$ cat src/design/drive_cmd_pkg.sv
// package with constants, types and register map for the drive command and status block
package drive_cmd_pkg;

  // register byte offsets on the apb bus
  localparam logic [7:0] off_name_src   = 8'h00; // ro: name source and resolved address
  localparam logic [7:0] off_stored_adr = 8'h04; // rw: stored device address
  localparam logic [7:0] off_cond       = 8'h08; // rw: link/bus/fault/power conditions
  localparam logic [7:0] off_ctrl_word  = 8'h0c; // rw: control word (acyclic path)
  localparam logic [7:0] off_target     = 8'h10; // rw: target value (acyclic path)
  localparam logic [7:0] off_status     = 8'h14; // rw: status word and run state on read; writing bit 0 starts identify flash
  localparam logic [7:0] off_loop_cfg   = 8'h18; // rw: loop run configuration
  localparam logic [7:0] off_leds       = 8'h1c; // ro: indicator outputs
  localparam logic [7:0] off_acyc_wr    = 8'h20; // wo: acyclic write frame
  localparam logic [7:0] off_acyc_par   = 8'h24; // ro: last executed acyclic value
  localparam logic [7:0] off_img_size   = 8'h28; // ro: process image sizes

  // reset values
  localparam logic [15:0] stored_adr_rst = 16'h0000;
  localparam logic [31:0] target_rst     = 32'h0000_0000;
  localparam logic [7:0]  ctrl_rst       = 8'h00;
  localparam logic [15:0] loop_rst       = 16'h0000;

  // control word bit positions
  localparam int cw_man_fwd = 0;
  localparam int cw_man_rev = 1;
  localparam int cw_xfer    = 2;
  localparam int cw_release = 4;

  // switch codes
  localparam logic [7:0] sw_zero      = 8'h00;
  localparam logic [7:0] sw_reset_arm = 8'd98;
  localparam logic [7:0] sw_reset_go  = 8'd99;

  // process image sizes in bytes
  localparam logic [7:0] out_img_bytes = 8'd14;
  localparam logic [7:0] in_img_bytes  = 8'd16;

  // acyclic frame lengths
  localparam logic [2:0] acyc_wr_len16 = 3'd3;
  localparam logic [2:0] acyc_wr_len32 = 3'd5;
  localparam logic [2:0] acyc_rd_len16 = 3'd2;
  localparam logic [2:0] acyc_rd_len32 = 3'd4;

  // timing
  localparam int clk_hz        = 40_000_000;
  localparam int act_flick_hz  = 10;
  localparam int bf_flash_hz   = 2;
  localparam int ident_sec     = 3;
  localparam int fr_flash_hz   = 10;
  localparam int fr_window_sec = 10;
  localparam int act_half_cyc  = clk_hz / (2 * act_flick_hz);
  localparam int bf_half_cyc   = clk_hz / (2 * bf_flash_hz);
  localparam int ident_cyc     = clk_hz * ident_sec;
  localparam int fr_window_cyc = clk_hz * fr_window_sec;

  // name source encoding
  typedef enum logic [1:0]
  {
    name_from_switch   = 2'b01,
    name_from_stored   = 2'b10,
    name_from_assigned = 2'b00
  } name_src_t;

  // run states, one-hot
  typedef enum logic [2:0]
  {
    run_idle = 3'b001,
    run_pos  = 3'b010,
    run_man  = 3'b100
  } run_state_t;

  // factory reset states, one-hot
  typedef enum logic [2:0]
  {
    fr_off  = 3'b001,
    fr_wait = 3'b010,
    fr_done = 3'b100
  } fr_state_t;

  // per port link conditions
  typedef struct packed
  {
    logic link;
    logic traffic;
  } port_cond_t;

  // indicator outputs
  typedef struct packed
  {
    logic [1:0] link_led;
    logic [1:0] act_led;
    logic       bus_fault_indicator;
    logic       status_fault_indicator;
    logic       motor_led;
  } leds_t;

  // drive command towards motion control
  typedef struct packed
  {
    logic        pos_run;
    logic        man_run;
    logic        man_dir_rev;
    logic [31:0] target;
    logic        retarget;
    logic [15:0] loop_cfg;
    logic        load_defaults;
  } drive_cmd_t;

  // feedback from motion control
  typedef struct packed
  {
    logic        target_reached;
    logic [14:0] flags;
  } drive_fb_t;

endpackage

$ cat src/design/drive_command_status_interface.sv
// drive command interpreter, device naming, indicators and factory reset with apb registers
//
// The APB interface to the registers and the register addresses are this design's own decisions.
`timescale 1ns/10ps

// Operation
// - nonzero switches at power-on form name
// - zero switches use nonzero stored address
// - both zero: use controller-assigned name
// - delivery state: all zero, name empty
// - port leds: link, activity flicker 10 Hz
// - bus fault led off, 2 Hz, on
// - status fault: identify flash 3 s, faults on
// - motor led by supply, flash if delivery
// - 0x14 starts positioning, 0x00 aborts
// - new target redirects running positioning
// - manual command aborts positioning, runs manual
// - target staged, run starts on release
// - loop run configured by loop register
// - acyclic command writes only pre-operational
// - 0x11/0x12 manual; 0x10 or 0x00 ends
// - target during manual ends manual run
// - switches 98: flash 10 s, 99 restores
// - bus communication ends reset window early
// - images are 14 and 16 bytes
// - acyclic write ignored when control byte zero
// - acyclic write 3 or 5 bytes
// - 16-bit status word, bit 0 reached
module drive_command_status_interface
#(
  parameter int ident_cycles  = drive_cmd_pkg::ident_cyc,
  parameter int fr_win_cycles = drive_cmd_pkg::fr_window_cyc,
  parameter int bf_half       = drive_cmd_pkg::bf_half_cyc,
  parameter int act_half      = drive_cmd_pkg::act_half_cyc
)
(
  input  wire logic                      pclk,
  input  wire logic                      presetn,
  input  wire logic                      clk_en,
  input  wire logic [7:0]                paddr,
  input  wire logic                      psel,
  input  wire logic                      penable,
  input  wire logic                      pwrite,
  input  wire logic [31:0]               pwdata,
  output logic [31:0]                    prdata,
  output logic                           pready,
  output logic                           pslverr,
  input  wire logic                      switch_present,
  input  wire logic [7:0]                switch_value,
  input  wire logic                      pre_operational,
  input  wire logic                      cyc_ctrl_valid,
  input  wire logic [7:0]                cyc_ctrl_word,
  input  wire logic [31:0]               cyc_target,
  input  wire drive_cmd_pkg::drive_fb_t  drive_fb,
  output drive_cmd_pkg::drive_cmd_t      drive_cmd,
  output drive_cmd_pkg::leds_t           leds,
  output logic [15:0]                    status_word
);
  import drive_cmd_pkg::*;

  // whole module state
  typedef struct packed
  {
    logic [1:0]  sw_sync1;
    logic [1:0]  sw_sync2;
    logic [7:0]  swv_sync1;
    logic [7:0]  swv_sync2;
    logic        strapped;
    logic [1:0]  strap_cnt;
    logic [7:0]  power_sw;
    logic [15:0] stored_adr;
    logic [7:0]  cond;
    logic [7:0]  ctrl;
    logic [31:0] target;
    logic        target_new;
    logic [15:0] loop_cfg;
    run_state_t  run;
    logic        man_rev;
    fr_state_t   fr;
    logic [31:0] fr_cnt;
    logic        load_defaults;
    logic        delivery;
    logic [31:0] ident_cnt;
    logic [31:0] bf_cnt;
    logic        bf_blink;
    logic [31:0] act_cnt;
    logic        act_blink;
    logic [31:0] fr_blk_cnt;
    logic        fr_blink;
    logic [31:0] acyc_val;
    logic [2:0]  acyc_len;
    logic [31:0] prdata;
    leds_t       leds;
    drive_cmd_t  cmd;
    logic [15:0] status;
  } state_t;

  state_t s_reg;
  state_t s_next;

  // cond bits: 0 link0, 1 traffic0, 2 link1, 3 traffic1, 4 bus connected,
  // 5 data exchange, 6 fault/watchdog/diag, 7 motor supply in range
  logic        acc;
  logic        wr;
  logic        cmd_en;
  logic [7:0]  cw;
  logic [31:0] tgt;
  logic [31:0] fr_half;
  name_src_t   nsrc;
  logic [15:0] name_adr;

  always_comb
  begin
    s_next   = s_reg;
    acc      = psel && penable;
    wr       = acc && pwrite;
    fr_half  = fr_win_cycles / (2 * fr_window_sec * fr_flash_hz);
    cmd_en   = 1'b0;
    cw       = s_reg.ctrl;
    tgt      = s_reg.target;
    nsrc     = name_from_assigned;
    name_adr = 16'h0000;

    // two-flop synchronisers for pin inputs
    s_next.sw_sync1  = {switch_present, 1'b0};
    s_next.sw_sync2  = s_reg.sw_sync1;
    s_next.swv_sync1 = switch_value;
    s_next.swv_sync2 = s_reg.swv_sync1;

    // capture switch value once the synchroniser chain holds the pins (3rd edge after reset)
    if (!s_reg.strapped && s_reg.strap_cnt != 2'd2)
      s_next.strap_cnt = s_reg.strap_cnt + 2'd1;
    else if (!s_reg.strapped)
    begin
      s_next.strapped = 1'b1;
      s_next.power_sw = s_reg.sw_sync2[1] ? s_reg.swv_sync2 : sw_zero;
      if (s_reg.sw_sync2[1] && s_reg.swv_sync2 == sw_reset_arm)
      begin
        s_next.fr     = fr_wait;
        s_next.fr_cnt = 32'h0;
      end
    end

    // name source selection
    if (s_reg.power_sw != sw_zero)
    begin
      nsrc     = name_from_switch;
      name_adr = {8'h00, s_reg.power_sw};
    end
    else if (s_reg.stored_adr != 16'h0000)
    begin
      nsrc     = name_from_stored;
      name_adr = s_reg.stored_adr;
    end
    else
    begin
      nsrc = name_from_assigned;
    end

    // command sources: cyclic image, or registers while pre-operational
    if (cyc_ctrl_valid)
    begin
      cmd_en = 1'b1;
      cw     = cyc_ctrl_word;
      tgt    = cyc_target;
    end
    s_next.target_new = 1'b0;
    s_next.load_defaults = 1'b0;

    // apb writes
    if (wr)
    begin
      case (paddr)
        off_stored_adr: s_next.stored_adr = pwdata[15:0];
        off_cond:       s_next.cond       = pwdata[7:0];
        off_loop_cfg:   s_next.loop_cfg   = pwdata[15:0];
        off_ctrl_word:
          if (pre_operational)
          begin
            cmd_en = 1'b1;
            cw     = pwdata[7:0];
            tgt    = s_reg.target;
          end
        off_target:
          if (pre_operational)
            s_next.target = pwdata;
        off_acyc_wr:
          // byte 3 is the control byte, [23:21] length, [20:0] value
          if (pwdata[31:24] != 8'h00)
          begin
            s_next.acyc_len = (pwdata[23:21] == acyc_wr_len32) ? acyc_rd_len32 : acyc_rd_len16;
            s_next.acyc_val = {11'h000, pwdata[20:0]};
          end
        default: ;
      endcase
    end

    // control word interpretation
    if (cmd_en)
    begin
      s_next.ctrl = cw;
      if (cw[cw_xfer])
      begin
        s_next.target     = tgt;
        s_next.target_new = 1'b1;
      end
      if (!cw[cw_release])
        s_next.run = run_idle;
      else if (cw[cw_man_fwd] ^ cw[cw_man_rev])
      begin
        s_next.run     = run_man;
        s_next.man_rev = cw[cw_man_rev];
      end
      else if (cw[cw_xfer] || (!s_reg.ctrl[cw_release] && s_reg.run == run_idle))
        s_next.run = run_pos;
      else if (s_reg.run == run_man)
        s_next.run = run_idle;
    end
    else if (s_reg.run == run_pos && drive_fb.target_reached)
      s_next.run = run_idle;

    // factory reset window
    case (s_reg.fr)
      fr_off:  ;
      fr_wait:
      begin
        s_next.fr_cnt = s_reg.fr_cnt + 32'h1;
        if (s_reg.fr_cnt >= fr_half - 32'h1 && s_reg.fr_blk_cnt >= fr_half - 32'h1)
          s_next.fr_blk_cnt = 32'h0;
        s_next.fr_blk_cnt = (s_reg.fr_blk_cnt >= fr_half - 32'h1) ? 32'h0 : s_reg.fr_blk_cnt + 32'h1;
        if (s_reg.fr_blk_cnt >= fr_half - 32'h1)
          s_next.fr_blink = ~s_reg.fr_blink;
        if (s_reg.swv_sync2 == sw_reset_go)
        begin
          s_next.fr            = fr_done;
          s_next.load_defaults = 1'b1;
          s_next.stored_adr    = stored_adr_rst;
          s_next.loop_cfg      = loop_rst;
          s_next.target        = 32'h8000_0000;
          s_next.run           = run_pos;
        end
        else if (s_reg.cond[5] || s_reg.fr_cnt >= fr_win_cycles - 1)
          s_next.fr = fr_done;
      end
      fr_done: ;
      default: s_next.fr = fr_off;
    endcase

    // delivery state tracking
    s_next.delivery = (s_next.stored_adr == 16'h0000) && (s_reg.power_sw == sw_zero);

    // identify flash window
    if (wr && paddr == off_status && pwdata[0])
      s_next.ident_cnt = ident_cycles;
    else if (s_reg.ident_cnt != 32'h0)
      s_next.ident_cnt = s_reg.ident_cnt - 32'h1;

    // blink generators
    s_next.bf_cnt  = (s_reg.bf_cnt >= bf_half - 1) ? 32'h0 : s_reg.bf_cnt + 32'h1;
    if (s_reg.bf_cnt >= bf_half - 1)
      s_next.bf_blink = ~s_reg.bf_blink;
    s_next.act_cnt = (s_reg.act_cnt >= act_half - 1) ? 32'h0 : s_reg.act_cnt + 32'h1;
    if (s_reg.act_cnt >= act_half - 1)
      s_next.act_blink = ~s_reg.act_blink;

    // indicators
    for (int p = 0; p < 2; p++)
    begin
      s_next.leds.link_led[p] = s_reg.cond[2*p];
      s_next.leds.act_led[p]  = s_reg.cond[2*p] && s_reg.cond[2*p+1] && s_reg.act_blink;
    end
    if (s_reg.cond[5])
      s_next.leds.bus_fault_indicator = 1'b0;
    else if (s_reg.cond[4])
      s_next.leds.bus_fault_indicator = s_reg.bf_blink;
    else
      s_next.leds.bus_fault_indicator = 1'b1;
    if (s_reg.cond[6])
      s_next.leds.status_fault_indicator = 1'b1;
    else
      s_next.leds.status_fault_indicator = (s_reg.ident_cnt != 32'h0) && s_reg.bf_blink;
    if (s_reg.fr == fr_wait)
      s_next.leds.motor_led = s_reg.fr_blink;
    else if (!s_reg.cond[7])
      s_next.leds.motor_led = 1'b0;
    else
      s_next.leds.motor_led = s_reg.delivery ? s_reg.bf_blink : 1'b1;

    // drive command outputs
    s_next.cmd.pos_run       = (s_next.run == run_pos);
    s_next.cmd.man_run       = (s_next.run == run_man);
    s_next.cmd.man_dir_rev   = s_next.man_rev;
    s_next.cmd.target        = s_next.target;
    s_next.cmd.retarget      = s_next.target_new && (s_next.run == run_pos);
    s_next.cmd.loop_cfg      = s_reg.loop_cfg;
    s_next.cmd.load_defaults = s_next.load_defaults;

    // status word
    s_next.status = {drive_fb.flags, drive_fb.target_reached};

    // apb read data
    s_next.prdata = 32'h0;
    if (psel && !penable && !pwrite)
    begin
      case (paddr)
        off_name_src:   s_next.prdata = {14'h0, nsrc, name_adr};
        off_stored_adr: s_next.prdata = {16'h0, s_reg.stored_adr};
        off_cond:       s_next.prdata = {24'h0, s_reg.cond};
        off_ctrl_word:  s_next.prdata = {24'h0, s_reg.ctrl};
        off_target:     s_next.prdata = s_reg.target;
        off_status:     s_next.prdata = {10'h0, s_reg.fr, s_reg.run, s_reg.status};
        off_loop_cfg:   s_next.prdata = {16'h0, s_reg.loop_cfg};
        off_leds:       s_next.prdata = {25'h0, s_reg.leds};
        off_acyc_par:   s_next.prdata = {s_reg.acyc_len, 5'h0, s_reg.acyc_val[23:0]};
        off_img_size:   s_next.prdata = {16'h0, in_img_bytes, out_img_bytes};
        default:        s_next.prdata = 32'h0;
      endcase
    end
  end

  // state register with clock enable
  always_ff @(posedge pclk or negedge presetn)
  begin
    if (!presetn)
    begin
      s_reg            <= '0;
      s_reg.stored_adr <= stored_adr_rst;
      s_reg.ctrl       <= ctrl_rst;
      s_reg.target     <= target_rst;
      s_reg.loop_cfg   <= loop_rst;
      s_reg.run        <= run_idle;
      s_reg.fr         <= fr_off;
      s_reg.leds       <= '0;
      s_reg.leds.bus_fault_indicator <= 1'b1;
    end
    else if (clk_en)
      s_reg <= s_next;
  end

  // outputs
  assign prdata      = s_reg.prdata;
  assign pready      = 1'b1;
  assign pslverr     = 1'b0;
  assign drive_cmd   = s_reg.cmd;
  assign leds        = s_reg.leds;
  assign status_word = s_reg.status;

endmodule

$ cat config.mk
export PLATFORM = sky130hd
export DESIGN_NAME = drive_command_status_interface
export DESIGN_NICKNAME = d
export VERILOG_FILES = /design/src/design/drive_cmd_pkg.sv /design/src/design/drive_command_status_interface.sv
export SDC_FILE = /design/constraint.sdc
export NUM_CORES = 1
export LEC_CHECK = 0
export ABC_CLOCK_PERIOD_IN_PS = 2400
export BUFFER_PORTS_ARGS = -buffer_cell sky130_fd_sc_hd__buf_2
export CORE_ASPECT_RATIO = 0.7
export CORE_MARGIN = 2
export CORE_UTILIZATION = 53
export CTS_CLUSTER_DIAMETER = 80
export CTS_CLUSTER_SIZE = 14
export DETAILED_ROUTE_END_ITERATION = 10
export PLACE_DENSITY = 0.77
export SETUP_SLACK_MARGIN = 0.1
export SLEW_MARGIN = 20
export SYNTH_ARGS = -nofsm -noshare
export SYNTH_HDL_FRONTEND = slang
export SYNTH_SLANG_ARGS = --single-unit
$ cat constraint.sdc
create_clock -name pclk -period 2.4 [get_ports pclk]
set_clock_uncertainty 0.05 [all_clocks]
set_input_delay 0.12 -clock pclk [delete_from_list [all_inputs] [get_ports pclk]]
set_output_delay 0.12 -clock pclk [all_outputs]
set_load 0.02 [all_outputs]
# [Word-level counts from Yosys, hierarchy flattened]
# Cells that the tools add are included.
[word_totals] regBits=379 wordCells=188 latchBits=0 mem_bits_ro=0 n_memories=0 ramBits=0 output_inout_bits=110
[op_classes] add_sub_neg=6 n_shift=0 multipliers=0 mux=64 order_cmp=4 bitwise=6 eq_ne=24 div_mod_pow=0 reduce_logical=46
[op_table] cell="$mux W32" count=15
[op_table] cell="$pmux W32 S10" count=1
[op_table] cell="$add A32 B1 Y32 const B" count=4
[op_table] cell="$mux W16" count=7
[op_table] cell="$mux W35" count=3
[op_table] cell="$mux W33" count=3
[op_table] cell="$ge A32 B21 Y1 const B" count=2
[op_table] cell="$mux W8" count=6
[op_table] cell="$mux W19" count=2
[op_table] cell="$eq A8 B5 Y1 const B" count=4
[op_table] cell="$ge A32 B24 Y1 const B" count=1
[op_table] cell="$ge A32 B29 Y1 const B" count=1
[op_table] cell="$reduce_bool A32 Y1" count=1
[op_table] cell="$sub A32 B1 Y32 const B" count=1
[op_table] cell="$mux W3" count=9
[op_table] cell="$eq A8 B6 Y1 const B" count=3
[op_table] cell="$mux W24" count=1
[op_table] cell="$logic_and A1 B1 Y1" count=17
[op_table] cell="$eq A8 B4 Y1 const B" count=2
[op_table] cell="$eq A8 B7 Y1 const B" count=2
[op_table] cell="$logic_not A16 Y1" count=1
[op_table] cell="$logic_not A8 Y1" count=2
[op_table] cell="$reduce_bool A16 Y1" count=1
[op_table] cell="$reduce_bool A8 Y1" count=2
[op_table] cell="other kinds (19)" count=59

# [Depth between registers and ports, before layout]
# Gate-level depths: netlist of run 1.
[logic_depth] ltp_word=13 ltp_mapped=10

# [Least setup slack after synthesis of run 1]
# Ideal clock, no wire load.
[synth_path] path_kind="register to register" start="reg s_reg[242] in the netlist's numbering" end="reg s_reg[252] in the netlist's numbering" arrival_time_ps=2274 n_path_buf=0 path_slack_ps=-56 setup_time_ps=132 path_stages_with_launch=10 required_time_ps=2218 path_cell_list="dfrtp_1 inv_1 ha_1 or3b_1 or4_1 o41a_1 nand2_1 nor2_1 xnor2_1 nand2_1"
[synth_between] elab_chain_cells=3 word_cells_on_any_way=6
[synth_lines] element="start: declaration" line_no="drive_command_status_interface.sv:98" text="state_t s_reg;"
[synth_lines] element="start signal: assignment" line_no="drive_command_status_interface.sv:337" text="s_reg <= s_next;"
[synth_lines] element="$sub A32 B1 Y32 / $reduce_bool A32 Y1 (equally long branches)" line_no="drive_command_status_interface.sv:256, drive_command_status_interface.sv:255"
[synth_lines] element="$mux W32 / $reduce_bool A2 Y1 (equally long branches)"
[synth_lines] element="$mux W32 / $reduce_and A2 Y1 (equally long branches)"
# Several ways; a longest one is shown, not always the timed one. The select of a mux whose other input is x is not followed.
# A chain may end at the register's enable or synchronous reset.

# [Worst setup path in the final report of run 1]
[layout_path] start="reg s_reg[243] in the netlist's numbering" end="reg s_reg[252] in the netlist's numbering"
# Same word-level chain as after synthesis.

==> qor.txt, run 1 <==
Hpwl dp = 39.72 mm
Yosys cell types = 83
Status = complete, but fails checks
Syn Nets = 1976
Most common cell after layout, fill and taps aside = dfrtp_1
Slew HR = 0.4356
Worst setup margin = -0.08497 ns
Vias in the first global route = 15880
Root buf cell = clkbuf_16
CTS tree = yes
Arrival @ worst endpoint = 2.88 ns
Max Slew Vio Count = 0
Number of clock sinks = 378
Max_cap viols = 0
Initial core utilization = 0.5388
Synth area leader = dfrtp_1
Max Clk Rate = 402.4 MHz
Antenna violations before repair = 2
Final Setup Violations = 12
Die W = 228.8 µm
Seq cells post-synth = 378
Total gr overflow = 0
Mapped cell area = 0.01875 mm²
R2R Setup Slk = -0.08 ns
Worst skew pair latency = 0.59 ns
Final instance count without filler cells = 2656
Setup crit end kind = flip-flop
Cell row count = 57
WL final = 57.78 mm
DIE AREA = 0.03693 mm²
Design Area, Final = 0.02285 mm²
Placed cell count = 2478
Hold WS = 0.01056 ns
Antenna diodes = 0
Reg2reg start = s_reg[243]
Worst min path class = input pin to asynchronous set/reset pin
Post-synth ARST share = 1.000
Crit share post-route = 1.035
Top_reg_cell synth = dfrtp_1
Port-buffer cells = 220
Hold Fails Final Rpt = 0
Setup WS pre-CTS = -0.1013 ns
WL per Instance = 21.75 µm
Nature of the critical path startpoint = flip-flop
Core footprint = 0.03480 mm²
Area after DPL = 0.02044 mm²
Seq/Total Area, Yosys = 0.5046
Final nets = 2279
DRT Pass-1 Iters = 7
Clock buffer depth = 3
Most frequent cells in the layout = dfrtp_1 (375), buf_2 (218), nor2_1 (216)
Violated checks = negative setup slack
Pleak = 10.69 nW
Boundary pin count = 223
Warnings from Yosys = 0
DR vias/cell = 6.079
Number of CTS-inserted buffers = 30
Area grow syn2layout = 21.83%
RSZ-0062 raised after global routing = true
Die height = 161.4 µm
Crit path time final = 2.485 ns
Utilization after layout = 0.6564
Reg2reg path depth = 9
Gpl congestion = 0.9898
Top post-synthesis cells by area = dfrtp_1 (50%), mux2_2 (5.2%), buf_4 (4.5%)
R2R Path End = s_reg[252]
H-tree levels = 1
Total track usage = 0.3074
Worst-path clk slew = 0.08 ns
Fill cell count = 2762
DR iter-0 viols = 1732
Via count = 16150
WS Path Type = flip-flop to flip-flop
Ratio of cells with drive above 1 in the final layout = 0.2683
Final ANT Viol Nets = 0
Max VDD drop = 0.5947 mV
Post-synth EDFFs = 0
Critical path data required time = 2.80 ns
Max reg flops = 243
Mapped Cells = 1857
Critical path peak fanout = 5
Syn Area/Cell = 10.10 µm²
Pwr Density = 683.9 mW/mm²
Remaining DRCs = 0
Slew @ Worst Pin = 0.8410 ns
Area share of the largest cell type after synthesis = 0.5004
First-pass GRT wire length = 89.57 mm
Largest net degree at the start of global routing = 87
## cells in the mapped netlist, drive strengths merged, types with 35 or more instances
cell,count
a21oi,92
and3,35
buf,133
clkbuf,65
dfrtp,375
mux2,87
nand2,164
nand3,52
nor2,224
o21ai,88
xnor2,51
xor2,57
## timing repair
action	in CTS	in global routing
setup buffers	9	19
gates cloned	0	1
hold buffers	92	2
hold endpoints to repair	496	2
gates resized for setup	43	37
pin swaps	14	28
endpoints found under the setup margin	75	112
## worst max-delay path: stages, from the launching register on
cell and delay (ns):
dfrtp_1 0.39, inv_1 0.06, ha_2 0.16, or3b_4 0.38, or4_4 0.45, o41a_1 0.45, nand2_2 0.15, nor2_2 0.05
xnor2_1 0.15, nand2_1 0.06
## metal layers
| metal | track usage | part of all wire |
|---|---|---|
| met1 | 0.4498 | 0.43 |
| met2 | 0.4511 | 0.44 |
| met3 | 0.06621 | 0.092 |
| met4 | 0.1154 | 0.038 |
| met5 | 0 | 0 |
## cell families after synthesis
logic type | after synthesis | synth area share
adders and majority gates | 6 | 0.004003
AOI/OAI and AO/OA | 387 | 0.1422
DFF | 378 | 0.5046
muxes | 109 | 0.06399
xor gates and xnor gates | 108 | 0.05044
other | 2 | 0.0004005
buffers and inverters | 222 | 0.06866
and+or+nand+nor | 645 | 0.1657
## cell type report
cell class                      instances  area, µm²  share of cell area
Tap cell                              472      590.6             0.02585
Inverter                               24      90.09            0.003943
Clock inverter                          1      16.27           0.0007120
Timing Repair Buffer                  469       3451              0.1510
Clock buffer                           55      844.6             0.03697
Sequential cell                       378       9463              0.4142
Multi-Input combinational cell       1257       8391              0.3673
## worst max-delay path by stage
stage	from	end	slack, ns
after detailed placement	s_reg[243]	s_reg[263]	-0.10
after CTS	s_reg[243]	s_reg[252]	-0.03
after global routing	s_reg[242]	s_reg[254]	-0.18
final	s_reg[243]	s_reg[252]	-0.08
after global placement	s_reg[263]	s_reg[252]	0.002
after floorplan	s_reg[242]	s_reg[252]	0.09
## power breakdown
part	leakage, nW	switching [W]	internal (W)	total [W]
clock	0.406	0.00232	0.00236	0.00468
combinational	5.30	0.00176	0.00140	0.00316
sequential	4.99	0.000743	0.00704	0.00778
total	10.7	0.00482	0.0108	0.0156
## stage by stage
step,total power [W],TNS [ns]
after floorplan,0.009459,0
after global placement,0.01034,0
after detailed placement,0.01046,-1.631
after CTS,0.01549,-0.08415
after global routing,0.01631,-2.858
final,0.01562,-0.4228
(Power assumes the default switching activity.)
==> inputs of run 2 (changes only) <==
--- a/config.mk
+++ b/config.mk
@@ -5,15 +5,16 @@
 export SDC_FILE = /design/constraint.sdc
 export NUM_CORES = 1
 export LEC_CHECK = 0
-export ABC_CLOCK_PERIOD_IN_PS = 2400
+export ABC_CLOCK_PERIOD_IN_PS = 2700
 export BUFFER_PORTS_ARGS = -buffer_cell sky130_fd_sc_hd__buf_2
 export CORE_ASPECT_RATIO = 0.7
 export CORE_MARGIN = 2
-export CORE_UTILIZATION = 53
+export CORE_UTILIZATION = 54
 export CTS_CLUSTER_DIAMETER = 80
 export CTS_CLUSTER_SIZE = 14
 export DETAILED_ROUTE_END_ITERATION = 10
-export PLACE_DENSITY = 0.77
+export MAX_ROUTING_LAYER = met4
+export PLACE_DENSITY = 0.75
 export SETUP_SLACK_MARGIN = 0.1
 export SLEW_MARGIN = 20
 export SYNTH_ARGS = -nofsm -noshare
==> constraint.sdc (replaced) <==
create_clock -name pclk -period 2.7 [get_ports pclk]
set_clock_uncertainty 0.05 [all_clocks]
set_input_delay 0.135 -clock pclk [delete_from_list [all_inputs] [get_ports pclk]]
set_output_delay 0.135 -clock pclk [all_outputs]
set_load 0.02 [all_outputs]
==> qor.txt, run 2 (synthesized netlist as in run 1, its figures left out) <==
Status = completed
Reg2reg path depth = 7 (-2)
Cell row count = 57 (unchanged)
Worst-path clk slew = 0.07 ns (about the same)
Remaining DRCs = 0 (unchanged)
Gpl congestion = 1.006 (+1.7%)
Area grow syn2layout = 17.36%
Most common cell after layout, fill and taps aside = dfrtp_1
Setup TNS = 0 ns (+0.4228 ns)
Number of clock sinks = 378 (unchanged)
Total gr overflow = 0 (unchanged)
R2R Path End = s_reg[244]
Die height = 159.9 µm (-0.91%)
Worst skew pair latency = 0.59 ns (about the same)
DRT Pass-1 Iters = 5 (-2)
Setup crit end kind = flip-flop
Reg2reg start = s_reg[262]
WS Path Type = flip-flop to flip-flop
Crit path launch = s_reg[262]
DIE AREA = 0.03626 mm² (-1.8%)
Slew HR = 0.4997 (+0.06411)
DR iter-0 viols = 1635 (-5.6%)
Crit path capture = s_reg[244]
WL final = 55.86 mm (-3.3%)
Largest net degree at the start of global routing = 73 (-16%)
DR vias/cell = 6.069 (-0.16%)
Root buf cell = clkbuf_16
Boundary pin count = 223 (unchanged)
Number of CTS-inserted buffers = 30 (unchanged)
Stages on the worst setup path = 7 (-2)
Final Setup Violations = 0 (-12)
Met3 wire length = 5.071 mm (-4.6%)
Total power = 0.01351 W (-14%)
H-tree levels = 1 (unchanged)
RSZ-0062 raised after global routing = true
Highest routing layer actually used = met4
Met2 routed WL = 24.31 mm (-4.4%)
Hold Fails Final Rpt = 0 (unchanged)
Ratio of cells with drive above 1 in the final layout = 0.2265 (-0.04186)
Crit share post-route = 0.9337 (-0.1017)
Vias in the first global route = 15330 (-3.5%)
Max VDD drop = 0.4971 mV (-16%)
Initial core utilization = 0.5444 (+0.005578)
Final ANT Viol Nets = 0 (unchanged)
Pwr Density = 614.0 mW/mm² (-10%)
Slew @ Worst Pin = 0.7455 ns (-0.09552 ns)
Hpwl dp = 38.53 mm (-3.0%)
Antenna violations before repair = 1 (-1)
Core footprint = 0.03445 mm² (-1.0%)
Max reg flops = 243 (unchanged)
Critical path data required time = 3.11 ns (+0.31 ns)
First-pass GRT wire length = 86.38 mm (-3.6%)
Final nets = 2220 (-2.6%)
Die W = 226.7 µm (-0.91%)
Port-buffer cells = 220 (unchanged)
Arrival @ worst endpoint = 2.93 ns (+0.05 ns)
Post-Route M1 WL = 24.05 mm (-3.2%)
Nature of the critical path startpoint = flip-flop
CTS tree = yes
R2R Setup Slk = 0.18 ns (+0.26 ns)
Crit path largest cell delay = 0.56 ns (+0.11 ns)
Buf+Inv Stages, Crit Path = 1 (unchanged)
Max Clk Rate = 396.7 MHz (-1.4%)
WL per Instance = 21.51 µm (-1.1%)
Clock buffer depth = 3 (unchanged)
Crit path time final = 2.521 ns (+0.03607 ns)
CP max stage cell = or4_4
CP Cell Sequence = or4_4 > or3_4 > o41a_1 > buf_4 > nand2_1 > xor2_1 > nor2_1
Via count = 15760 (-2.4%)
Delay-heaviest family, CP = simple AND/OR/NAND/NOR gates
Worst min path class = input pin to asynchronous set/reset pin
Pleak = 10.30 nW (-3.6%)
Max Slew Vio Count = 0 (unchanged)
Most frequent cells in the layout = dfrtp_1 (374), nor2_1 (222), buf_2 (218)
Total track usage = 0.3158 (+0.008409)
Critical path peak fanout = 5 (unchanged)
Max_cap viols = 0 (unchanged)
## run 2: cell count changes in the layout (fill, tap and decap cells not counted), moves of 5 or more
cell,change
buf_4,-49
nor3_2,-5
nor3_1,+6
dlygate4sd3_1,+7
buf_12,-8
buf_6,-8
nor2_1,+6
## run 2: report_power, final
part / leakage, nW / total (W) / switching [W] / internal [W]
Clock: 0.410 / 0.00416 / 0.00202 / 0.00214
Combinational: 4.91 / 0.00242 / 0.00138 / 0.00104
Sequential: 4.99 / 0.00693 / 0.000669 / 0.00626
Total: 10.3 / 0.0135 / 0.00407 / 0.00944
## run 2: metrics by stage
stage	std cells	worst slack [ns]	area, µm²	util	hold slack (ns)
global route	2597	0.05796	22010	0.6388	0.09636
floorplan	1857	0.2440	18750	-	-0.2106
global placement	2438	0.07228	20020	0.5812	0.09130
CTS	2593	0.06871	21890	0.6355	0.08406
detailed placement	2438	0.07779	20020	0.5812	0.09795
finish	2597	0.1790	22010	0.6388	0.04845
## run 2: how the worst min path moves through the flow
stage                     slack [ns]  depth (start not counted)            end
after global placement          0.09                          1     s_reg[185]
after detailed placement         0.1                          1     s_reg[181]
after floorplan                -0.21                          0   drive_cmd[0]
final                           0.05                          2     s_reg[181]
after CTS                       0.08                          2  drive_cmd[42]
after global routing             0.1                          2     s_reg[182]
## run 2: what timing repair did
action	CTS	global route
endpoints found under the setup margin	4	75
hold buffers	100	0
pin swaps	0	6
setup buffers	0	3
endpoints found under the hold margin	417	0
resized for setup	1	21
## run 2: cell type report
cell class                      count  area (µm²)
Timing Repair Buffer              410        2878
Clock buffer                       55       865.8
Multi-Input combinational cell   1257        8115
Fill cell                        2728       12440
Sequential cell                   378        9464
Tap cell                          472       590.6
Inverter                           24       90.09
Antenna cell                        1       2.502
## run 2: routing by layer
layer | global-route usage | vias up
li1 | - | 7021
met1 | 0.4427 | 7809
met5 | - | -
met2 | 0.4472 | 765
met3 | 0.07047 | 166
met4 | 0.1232 | 0
